`src/hdl/ecr_pkg.sv`:
```
// Package for the exception cause recorder: register map, field layout,
// exception codes and the carrier struct shared by the design and bench.
// Assumes a 32-bit classic Wishbone register bus, word addressed by byte.
package ecr_pkg;

    // Register byte offsets
    localparam logic [7:0] ECR_OFF_CAUSE   = 8'h00;
    localparam logic [7:0] ECR_OFF_CTRL    = 8'h04;
    localparam logic [7:0] ECR_OFF_COUNT   = 8'h08;
    localparam logic [7:0] ECR_OFF_COMPARE = 8'h0C;
    localparam logic [7:0] ECR_OFF_RET_PC  = 8'h10;

    // Cause register field positions
    localparam int ECR_B_DELAY    = 31;
    localparam int ECR_B_TIMER    = 30;
    localparam int ECR_B_CE_LO    = 28;
    localparam int ECR_B_CNT_DIS  = 27;
    localparam int ECR_B_PERF     = 26;
    localparam int ECR_B_VEC_SEL  = 23;
    localparam int ECR_B_WATCH    = 22;
    localparam int ECR_B_PEND_LO  = 8;
    localparam int ECR_B_CODE_LO  = 2;

    // Control register field positions
    localparam int ECR_B_MASK_LO  = 0;
    localparam int ECR_B_EXT_MODE = 8;

    // Reset values
    localparam logic [31:0] ECR_RST_WORD   = 32'h0000_0000;
    localparam logic [31:0] ECR_RST_COMPARE = 32'hFFFF_FFFF;

    // Offset from a branch to its delay slot instruction
    localparam logic [31:0] ECR_INSN_BYTES = 32'h0000_0004;

    // Recorded exception codes
    typedef enum logic [4:0] {
        ECR_CODE_INTERRUPT     = 5'h00,
        ECR_CODE_PAGE_RDONLY   = 5'h01,
        ECR_CODE_LOAD_PAGE_INV = 5'h02,
        ECR_CODE_STORE_PAGE_INV= 5'h03,
        ECR_CODE_LOAD_ADDR_ERR = 5'h04,
        ECR_CODE_STORE_ADDR_ERR= 5'h05,
        ECR_CODE_FETCH_BUS_ERR = 5'h06,
        ECR_CODE_DATA_BUS_ERR  = 5'h07,
        ECR_CODE_SYSCALL       = 5'h08,
        ECR_CODE_BREAKPOINT    = 5'h09,
        ECR_CODE_ILLEGAL_INSN  = 5'h0A,
        ECR_CODE_COPROC_UNUSE  = 5'h0B,
        ECR_CODE_ARITH_OVFL    = 5'h0C
    } ecr_code_e;

    // Exception entry reported by the pipeline
    typedef struct packed {
        logic        valid;
        ecr_code_e   code;
        logic        in_delay;
        logic [31:0] pc;
        logic [1:0]  coproc;
    } ecr_exc_s;

endpackage

```
`src/hdl/ecr_cause_recorder.sv`:
```
// Exception cause recorder: cause snapshot, pending interrupts, cycle timer
// and return address, reached over a classic Wishbone slave.
// Assumes the pipeline pulses exc.valid for one cycle per exception taken and
// that every input is synchronous to clock.
//
// The address map and the Wishbone register port were decided locally.
`timescale 1ns/1ps

// Functional notes
// RULE_01: Delay slot exception sets in_delay_slot and return pc points at branch.
// RULE_02: timer_irq_flag set when the last interrupt came from the timer.
// RULE_03: Coprocessor unusable exception records the coprocessor number used.
// RULE_04: count_disable is writable and freezes the cycle counter while one.
// RULE_05: perf_overflow_irq set when the last interrupt was a counter overflow.
// RULE_06: interrupt_vector_select is writable and picks the dedicated interrupt entry.
// RULE_07: Watch match during exception mode sets watch_pending; software writes zero only.
// RULE_08: watch_pending re-raises the watch exception once exceptions are allowed.
// RULE_09: irq_pending mirrors request inputs; interrupt possible when pending and masked in.
// RULE_10: Two low pending bits are software written interrupt requests.
// RULE_11: External mode shows requested_priority_level captured at the exception.
// RULE_12: Only the writable cause fields change on writes; others ignore them.
// RULE_13: Codes 0 interrupt, 1 read-only page store, 2 and 3 invalid page.
// RULE_14: Codes 4 and 5 are address errors on load or fetch and store.
// RULE_15: Codes 6 fetch bus error and 7 imprecise data bus error.
// RULE_16: Codes 8 system call, 9 breakpoint, 10 illegal instruction.
// RULE_17: Codes 11 coprocessor unusable and 12 trapping arithmetic overflow.
// RULE_18: Every exception overwrites exception_code with its cause.
// RULE_19: irq_mask enables each pending bit, or is a threshold in external mode.
// RULE_20: Timer interrupt rises on count equal compare, cleared by compare write.
// RULE_21: Delay flag, code and source flags update together on exception entry.
// RULE_22: Recorded exception fields hold until the next exception is taken.
module ecr_cause_recorder
    import ecr_pkg::*;
(
    // Clock and reset
    input  logic        clock,
    input  logic        rst_n,
    // Wishbone slave
    input  logic        wb_cyc_i,
    input  logic        wb_stb_i,
    input  logic        wb_we_i,
    input  logic [7:0]  wb_adr_i,
    input  logic [3:0]  wb_sel_i,
    input  logic [31:0] wb_dat_i,
    output logic [31:0] wb_dat_o,
    output logic        wb_ack_o,
    // Pipeline side
    input  ecr_exc_s    exc,
    input  logic        core_in_exc_mode,
    input  logic        watch_match,
    input  logic        perf_overflow,
    input  logic [5:0]  irq_lines,
    // Results toward the pipeline
    output logic        irq_request,
    output logic        watch_retrigger,
    output logic        vector_select,
    output logic        timer_irq,
    output logic [31:0] exception_return_pc
);

    typedef struct packed {
        logic        ack;
        logic [31:0] rdat;
        logic        in_delay_slot;
        logic        timer_irq_flag;
        logic [1:0]  unusable_coproc_num;
        logic        count_disable;
        logic        perf_overflow_irq;
        logic        interrupt_vector_select;
        logic        watch_pending;
        logic [1:0]  sw_pending;
        logic [5:0]  requested_priority_level;
        ecr_code_e   exception_code;
        logic [31:0] ret_pc;
        logic [7:0]  irq_mask;
        logic        external_controller_mode;
        logic [31:0] count;
        logic [31:0] compare;
        logic        timer_irq;
        logic        irq_req;
        logic        watch_retry;
    } ecr_state_s;

    ecr_state_s st_q;
    ecr_state_s st_d;

    logic        bus_req;
    logic        wr_go;
    logic [31:0] cause_word;
    logic [31:0] ctrl_word;
    logic [7:0]  pending;

    // Byte-lane merge for writable words
    function automatic logic [31:0] merge_lanes(input logic [31:0] old_v,
                                                input logic [31:0] new_v,
                                                input logic [3:0]  sel);
        logic [31:0] res;
        res = old_v;
        for (int i = 0; i < 4; i++) begin
            if (sel[i]) begin
                res[i*8 +: 8] = new_v[i*8 +: 8];
            end
        end
        return res;
    endfunction

    assign bus_req = wb_cyc_i && wb_stb_i;
    // Writes commit on the edge where the master sees ack high
    assign wr_go   = bus_req && wb_ack_o && wb_we_i;

    // Live pending view; software bits sit in the two lowest positions
    assign pending = {irq_lines, st_q.sw_pending}; // [RULE_09] [RULE_10]

    always_comb begin
        cause_word = ECR_RST_WORD;
        cause_word[ECR_B_DELAY]   = st_q.in_delay_slot;
        cause_word[ECR_B_TIMER]   = st_q.timer_irq_flag;
        cause_word[ECR_B_CE_LO +: 2] = st_q.unusable_coproc_num;
        cause_word[ECR_B_CNT_DIS] = st_q.count_disable;
        cause_word[ECR_B_PERF]    = st_q.perf_overflow_irq;
        cause_word[ECR_B_VEC_SEL] = st_q.interrupt_vector_select;
        cause_word[ECR_B_WATCH]   = st_q.watch_pending;
        if (st_q.external_controller_mode) begin
            cause_word[ECR_B_PEND_LO+2 +: 6] = st_q.requested_priority_level; // [RULE_11]
            cause_word[ECR_B_PEND_LO +: 2]   = st_q.sw_pending;
        end else begin
            cause_word[ECR_B_PEND_LO +: 8] = pending; // [RULE_09]
        end
        cause_word[ECR_B_CODE_LO +: 5] = st_q.exception_code;
        ctrl_word = ECR_RST_WORD;
        ctrl_word[ECR_B_MASK_LO +: 8] = st_q.irq_mask;
        ctrl_word[ECR_B_EXT_MODE]     = st_q.external_controller_mode;
    end

    always_comb begin
        logic [31:0] wv;
        logic        cmp_write;
        wv        = ECR_RST_WORD;
        cmp_write = 1'b0;
        st_d      = st_q;

        // Wishbone: answer one cycle after the request, drop ack the cycle after
        st_d.ack  = bus_req && !st_q.ack;
        st_d.rdat = ECR_RST_WORD;
        if (bus_req && !st_q.ack && !wb_we_i) begin
            if (wb_adr_i == ECR_OFF_CAUSE) begin
                st_d.rdat = cause_word;
            end else if (wb_adr_i == ECR_OFF_CTRL) begin
                st_d.rdat = ctrl_word;
            end else if (wb_adr_i == ECR_OFF_COUNT) begin
                st_d.rdat = st_q.count;
            end else if (wb_adr_i == ECR_OFF_COMPARE) begin
                st_d.rdat = st_q.compare;
            end else if (wb_adr_i == ECR_OFF_RET_PC) begin
                st_d.rdat = st_q.ret_pc;
            end else begin
                st_d.rdat = ECR_RST_WORD;
            end
        end

        // Free-running counter, frozen by count_disable
        if (!st_q.count_disable) begin
            st_d.count = st_q.count + 32'h0000_0001; // [RULE_04]
        end

        // Register writes; only the writable cause fields are taken
        if (wr_go) begin
            if (wb_adr_i == ECR_OFF_CAUSE) begin
                wv = merge_lanes(cause_word, wb_dat_i, wb_sel_i);
                st_d.count_disable           = wv[ECR_B_CNT_DIS]; // [RULE_04] [RULE_12]
                st_d.interrupt_vector_select = wv[ECR_B_VEC_SEL]; // [RULE_06]
                if (!wv[ECR_B_WATCH]) begin
                    st_d.watch_pending = 1'b0; // [RULE_07]
                end
                st_d.sw_pending = wv[ECR_B_PEND_LO +: 2]; // [RULE_10]
            end else if (wb_adr_i == ECR_OFF_CTRL) begin
                wv = merge_lanes(ctrl_word, wb_dat_i, wb_sel_i);
                st_d.irq_mask                 = wv[ECR_B_MASK_LO +: 8];
                st_d.external_controller_mode = wv[ECR_B_EXT_MODE];
            end else if (wb_adr_i == ECR_OFF_COUNT) begin
                st_d.count = merge_lanes(st_q.count, wb_dat_i, wb_sel_i);
            end else if (wb_adr_i == ECR_OFF_COMPARE) begin
                st_d.compare = merge_lanes(st_q.compare, wb_dat_i, wb_sel_i);
                cmp_write    = 1'b1;
            end
        end

        // Timer: compare write clears, a match in the same cycle still sets
        if (cmp_write) begin
            st_d.timer_irq = 1'b0; // [RULE_20]
        end
        if (st_q.count == st_q.compare) begin
            st_d.timer_irq = 1'b1; // [RULE_20]
        end

        // Watch hit that cannot be taken now is remembered; set beats clear
        if (watch_match && core_in_exc_mode) begin
            st_d.watch_pending = 1'b1; // [RULE_07]
        end
        st_d.watch_retry = st_q.watch_pending && !core_in_exc_mode; // [RULE_08]

        // Interrupt gating: bitwise enables, or a priority threshold
        if (st_q.external_controller_mode) begin
            st_d.irq_req = irq_lines > st_q.irq_mask[7:2]; // [RULE_19]
        end else begin
            st_d.irq_req = |(pending & st_q.irq_mask); // [RULE_09] [RULE_19]
        end

        // One consistent snapshot per exception; held until the next one
        if (exc.valid) begin // [RULE_18] [RULE_21] [RULE_22]
            st_d.exception_code = exc.code; // [RULE_13] [RULE_14] [RULE_15] [RULE_16] [RULE_17]
            st_d.in_delay_slot  = exc.in_delay; // [RULE_01]
            st_d.ret_pc = exc.in_delay ? exc.pc - ECR_INSN_BYTES : exc.pc; // [RULE_01]
            if (exc.code == ECR_CODE_COPROC_UNUSE) begin
                st_d.unusable_coproc_num = exc.coproc; // [RULE_03]
            end else begin
                st_d.unusable_coproc_num = 2'h0;
            end
            if (exc.code == ECR_CODE_INTERRUPT) begin
                st_d.timer_irq_flag    = st_q.timer_irq; // [RULE_02]
                st_d.perf_overflow_irq = perf_overflow; // [RULE_05]
                st_d.requested_priority_level = irq_lines; // [RULE_11]
            end else begin
                st_d.timer_irq_flag    = 1'b0;
                st_d.perf_overflow_irq = 1'b0;
            end
        end
    end

    always_ff @(posedge clock or negedge rst_n) begin
        if (!rst_n) begin
            st_q <= '{ack: 1'b0, rdat: ECR_RST_WORD, in_delay_slot: 1'b0,
                      timer_irq_flag: 1'b0, unusable_coproc_num: 2'h0,
                      count_disable: 1'b0, perf_overflow_irq: 1'b0,
                      interrupt_vector_select: 1'b0, watch_pending: 1'b0,
                      sw_pending: 2'h0, requested_priority_level: 6'h00,
                      exception_code: ECR_CODE_INTERRUPT, ret_pc: ECR_RST_WORD,
                      irq_mask: 8'h00, external_controller_mode: 1'b0,
                      count: ECR_RST_WORD, compare: ECR_RST_COMPARE,
                      timer_irq: 1'b0, irq_req: 1'b0, watch_retry: 1'b0};
        end else begin
            st_q <= st_d;
        end
    end

    assign wb_ack_o            = st_q.ack;
    assign wb_dat_o            = st_q.rdat;
    assign irq_request         = st_q.irq_req;
    assign watch_retrigger     = st_q.watch_retry;
    assign vector_select       = st_q.interrupt_vector_select; // [RULE_06]
    assign timer_irq           = st_q.timer_irq;
    assign exception_return_pc = st_q.ret_pc;
endmodule

```
`config.mk`:
```
export PLATFORM = sky130hd
export DESIGN_NAME = ecr_cause_recorder
export DESIGN_NICKNAME = d
export VERILOG_FILES = /design/src/hdl/ecr_pkg.sv /design/src/hdl/ecr_cause_recorder.sv
export SDC_FILE = /design/constraint.sdc
export NUM_CORES = 1
export LEC_CHECK = 0
export BUFFER_PORTS_ARGS = -buffer_cell sky130_fd_sc_hd__buf_4
export CAP_MARGIN = 20
export CORE_MARGIN = 3
export CORE_UTILIZATION = 35
export DETAILED_ROUTE_END_ITERATION = 12
export GPL_TIMING_DRIVEN = 0
export HOLD_SLACK_MARGIN = 0.1
export PLACE_DENSITY = 0.57
export SLEW_MARGIN = 0
export SYNTH_ARGS = -nofsm -noshare
export SYNTH_HDL_FRONTEND = slang
export SYNTH_SLANG_ARGS = --single-unit
```
`constraint.sdc`:
```
create_clock -name clock -period 2.5 [get_ports clock]
set_clock_uncertainty 0.15 [all_clocks]
set_input_delay 0.375 -clock clock [delete_from_list [all_inputs] [get_ports clock]]
set_output_delay 0.375 -clock clock [all_outputs]
set_load 0.02 [all_outputs]
```
* Word level (Yosys, flattened, before mapping)
Cells that the tools add are included.
** Cells by class
- Mux-type cells :: 42
- $lt $le $gt $ge :: 1
- Equal/unequal tests :: 12
- Reductions and logical operators :: 27
- Bitwise gates (word level) :: 4
- $add $sub $neg :: 2
** Operator list (count)
- $mux 32 :: 11
- $mux 64 :: 3
- $mux 8 :: 12
- $add 32x1->32 const B :: 1
- $eq 32x32->1 :: 1
- $sub 32x3->32 const B :: 1
- $reduce_and 6->1 :: 4
- $ne 5x5->1 const B :: 4
- $eq 8x4->1 const B :: 2
- $mux 1 :: 12
- $reduce_and 3->1 :: 3
- $and 8x8->8 :: 1
- $eq 8x3->1 const B :: 1
- $eq 8x5->1 const B :: 1
- $logic_not 8->1 :: 1
- $reduce_and 4->1 :: 2
- $reduce_or 8->1 :: 1
- $logic_and 1x1->1 :: 7
- $gt 6x6->1 :: 1
- $mux 3 :: 2
- $reduce_bool 2->1 :: 3
- $eq 5x4->1 const B :: 1
- $logic_not 5->1 :: 1
- $mux 2 :: 2
- other kinds (5) :: 10
** Storage, ports and cells
- Bits in registers :: 162

* Depth between registers and ports, before layout
- Depth in word-level cells :: 8
- Mapped depth :: 8

* Worst setup path after synthesis
Ideal clock, no wire load.
- Path kind :: input port to flip-flop
- From :: in exc[12] (netlist bit)
- To :: reg st_q (netlist bit exception_return_pc[25])
- Arrival :: 2.107 ns
- Slack :: 0.161 ns
- Stages :: 5
- Data required time :: 2.268 ns
- Path buffers :: 0
- Path through :: or4_4 > nor4b_4 > nand3_4 > or4_1 > a31oi_1
** Between the ends
- Word-level cells in the longest chain between the ends :: 2
** Ends and longest elaborated chain
- from (decl) :: RTL line ecr_cause_recorder.sv:48 : input ecr_exc_s exc,
- $sub 32x3->32 :: RTL line ecr_cause_recorder.sv:213 : st_d.ret_pc = exc.in_delay ? exc.pc - ECR_INSN_BYTES : exc.pc;
- $mux 32 :: RTL line ecr_cause_recorder.sv:213
- to (signal assigned) :: RTL line ecr_cause_recorder.sv:232 : st_q <= '{ack: 1'b0, rdat: ECR_RST_WORD, in_delay_slot: 1'b0,
- to (signal assigned) :: RTL line ecr_cause_recorder.sv:242 : st_q <= st_d;
- to (decl) :: RTL line ecr_cause_recorder.sv:84 : ecr_state_s st_q;
Every way passes these cells.
A chain may end at the register's enable or synchronous reset.

* Worst setup path after layout
- From :: reg st_q[39] (netlist bit)
- To :: reg st_q[52] (netlist bit)
** Between the ends
- Word-level cells in the longest chain between the ends :: 6
** Ends and longest elaborated chain
- $add 32x1->32 (*) :: RTL line ecr_cause_recorder.sv:163 : st_d.count = st_q.count + 32'h0000_0001;
- $mux 32 (*) :: RTL line ecr_cause_recorder.sv:162 : if (!st_q.count_disable) begin
- $mux 32 :: RTL line ecr_cause_recorder.sv:180 : end else if (wb_adr_i == ECR_OFF_COUNT) begin
- $mux 64 :: RTL line ecr_cause_recorder.sv:176 : end else if (wb_adr_i == ECR_OFF_CTRL) begin
- $mux 64 :: RTL line ecr_cause_recorder.sv:168 : if (wb_adr_i == ECR_OFF_CAUSE) begin
- $mux 64 (*) :: RTL line ecr_cause_recorder.sv:167 : if (wr_go) begin
Mark *: on every way between the ends. The rest lies on a longest branch, timed or not.

==> impl_metrics.py <==
metrics = {
    "synthesis": {
        "syn_nets": 1092,
        "synth-seq-cells": 162,
        "synthDistinctLibCells": 69,
        "syn_avg_cell_area_um2": 9.58,
        "synth_area_mm2": 0.00938,
        "synth_ff_type": "dfrtp_1",
        "synthArstFlopShare_pct": 100,
        "synth_edf_count": 0,
        "postSynthCellCount": 979,
        "yosysWarnings": 0,
        "yosysSeqAreaShare_pct": 43.7,
    },
    "worst_setup_path": {
        "critPathKind": "register to register",
        "end_kind": "register",
        "critPathBufInv": 1,
        "r2r_end": "st_q[52]",
        "ff2ff_setup_slack_ns": 0.02,
        "crit_start": "st_q[39]",
        "startpoint_type": "register",
        "endpoint": "st_q[52]",
        "max_stage_delay_ns": 0.66,
        "critical_path.slowest_cell": "or4b_2",
        "cp_max_fo": 10,
        "path_cells": "and4_4 -> nand4_1 -> buf_6 -> or4b_2 -> nand3_1 -> o211ai_1",
        "cp.depth": 6,
        "rr_startpoint": "st_q[39]",
        "reg2regPathDepth": 6,
        "path_delay_family": "simple AND/OR/NAND/NOR gates",
        "arrival_ns": 2.63,
        "required_ns": 2.66,
    },
    "timing": {
        "maxSlewViolCount": 0,
        "finalSetupViolCount": 0,
        "worstMarginPinSlew_ns": 0.697,
        "grt_setup_unrepaired": "true",
        "tns_ns": 0,
        "slew_headroom_pct": 52.3,
        "period_needed_ns": 2.48,
        "fmax_mhz": 404,
        "final_hold_viol_count": 0,
        "finalCritPeriodShare_pct": 99.0,
        "hold_ws_ns": 0.120,
    },
    "finish": {
        "n_antenna_cell": 0,
        "fin_cells": 1565,
        "syn_to_final_growth_pct": 32.0,
        "design_area_mm2": 0.0124,
        "drive_gt1_share_pct": 32.8,
        "nets": 1330,
    },
    "cts": {
        "cts_tree": "yes",
        "ctsHtreeMaxLevel": 4,
        "cts-buffers-inserted": 17,
        "clk_latency_ns": 0.43,
        "path_clk_slew_ns": 0.07,
        "cts_root_buf": "clkbuf_16",
        "cts.path.max_buffers": 2,
        "cts_sinks": 162,
    },
    "place": {
        "placed_area_mm2": 0.0111,
        "placedCellCount": 1478,
        "dp_hpwl_um": 24200,
        "numPortBuffers": 163,
        "globalplace.congestion": 0.931,
    },
    "routing": {
        "via_count": 8449,
        "drtPass1Iterations": 5,
        "detail_route.drc_violations": 0,
        "drt_wl_total_um": 32100,
        "wire_per_inst_um": 20.5,
        "ant_nets": 0,
        "via_per_inst": 5.40,
        "drt-initial-drc-count": 870,
    },
    "run": {
        "cap_violations": 0,
    },
    "power": {
        "p_leak_nw": 5.35,
        "finalPower_mw": 6.94,
        "vdd.ir_drop.worst_uv": 390,
        "power-per-cell-area_mw_per_mm2": 561,
    },
    "global_route": {
        "grt_overflow": 0,
        "grt_max_degree": 89,
        "grt_pass1_vias": 8585,
        "grt_usage_pct": 22.3,
        "grt_pass1_wl_um": 49300,
        "grt_antenna_before_repair": 0,
    },
    "floorplan": {
        "initial_utilization_pct": 35.8,
        "fp.coreArea_mm2": 0.0262,
        "die_w_um": 170,
        "die_h_um": 170,
        "rows": 59,
        "die-area_mm2": 0.0288,
        "io_pins": 168,
    },
    "worst_hold_path": {
        "hold_class": "input pin to register",
    },
    "outcome": {
        "outcome": "complete, no violations",
    },
}
## cells in the final DEF (no fill, tap or decap), drive strengths merged, types with 22 or more instances in the layout
cell type	n
nor3	22
dfrtp	130
dlygate4sd3	59
xor2	55
clkbuf	63
nand3	30
nor2	75
nand2	82
dfstp	32
mux2	60
inv	29
buf	237
a21oi	68
o21ai	80
## synth_stat cells (15+ instances only)
| cell | number | area share (%) |
|---|---|---|
| a21oi_1 | 68 | 3.6 |
| buf_4 | 64 | 5.1 |
| clkbuf_1 | 50 | 2.0 |
| dfrtp_1 | 130 | 35 |
| dfstp_2 | 32 | 9.0 |
| inv_1 | 20 | 0.80 |
| mux2_2 | 60 | 7.2 |
| nand2_1 | 78 | 3.1 |
| nand3_1 | 29 | 1.5 |
| nand4_1 | 15 | 1.0 |
| nor2_1 | 75 | 3.0 |
| nor3_1 | 21 | 1.1 |
| nor4_1 | 15 | 1.0 |
| o21ai_0 | 80 | 4.3 |
| xor2_1 | 55 | 5.1 |
## flip-flops by register name, summed over array words and instances, names as in the netlist, 9 cells and up, named ones only
name	count
ctrl_word	9
exception_return_pc	32
wb_dat_o	32
st_q	70
cause_word	12
## per-layer routing
metal  global-route usage, %  wire (um)  up-vias
met2                    35.5      14800      363
met5                       0          0        -
li1                        -          -     3941
met3                    3.84       2030       56
met1                    30.4      14200     4089
met4                    8.43       1010        0
## worst reg2reg max path: cells and delay by family (launching register included)
family                 cells  cell delay (ns)
AOI/OAI and AO/OA          1             0.09
DFF                        1             0.53
buffers and inverters      1             0.25
and+or+nand+nor            4             1.34
## worst min path at each step
stage,startpoint,to,slack (ns),cells after the start
finish,exc[17],exception_return_pc[15],0.12,3
global route,exc[20],exception_return_pc[18],0.12,3
CTS,exc[20],exception_return_pc[18],0.10,3
detailed placement,rst_n,st_q[48],0.25,1
global placement,st_q[113],st_q[113],0.32,2
floorplan,rst_n,asynchronous set/reset pin,-0.07,0
## kinds of logic (layout without fill, tap and decap cells)
logic type | after synthesis | after routing | share of synthesized area [%]
DFF | 162 | 162 | 43.7
xor gates and xnor gates | 62 | 62 | 5.79
buffers and inverters | 142 | 393 | 8.54
AOI/OAI and AO/OA | 227 | 227 | 15.0
and+or+nand+nor | 305 | 305 | 17.1
adders and majority gates | 14 | 14 | 1.87
muxes | 67 | 67 | 7.95
## power breakdown
part / total, mW / switching (mW) / leakage, nW / internal, mW
sequential: 3.02 / 0.243 / 1.95 / 2.78
combinational: 1.09 / 0.562 / 3.09 / 0.529
clock: 2.83 / 1.19 / 0.312 / 1.64
## through the flow
| step | utilization [%] | setup WS [ns] |
|---|---|---|
| after floorplan | - | 0.161 |
| after global placement | 42.0 | -0.582 |
| after detailed placement | 42.2 | -0.590 |
| after CTS | 46.9 | -0.0578 |
| after global routing | 47.2 | -0.0938 |
| final | 47.2 | 0.0238 |
## layout make-up
class                           instances  area (um2)
Clock buffer                           18         439
Sequential cell                       162        4100
Tap cell                              335         419
Timing Repair Buffer                  227        1880
Multi-Input combinational cell        675        4560
Buffer                                114         712
Fill cell                            2519       13800
Clock inverter                         14         190
Inverter                               20        75.1
## what timing repair did
item,in CTS,in global routing
pin swaps,2,3
hold endpoints to repair,144,0
buffers inserted,2,2
hold buffers,59,0
gates resized for setup,6,23
setup endpoints to repair,42,81
Note: power is estimated with default switching activity, not from simulation.
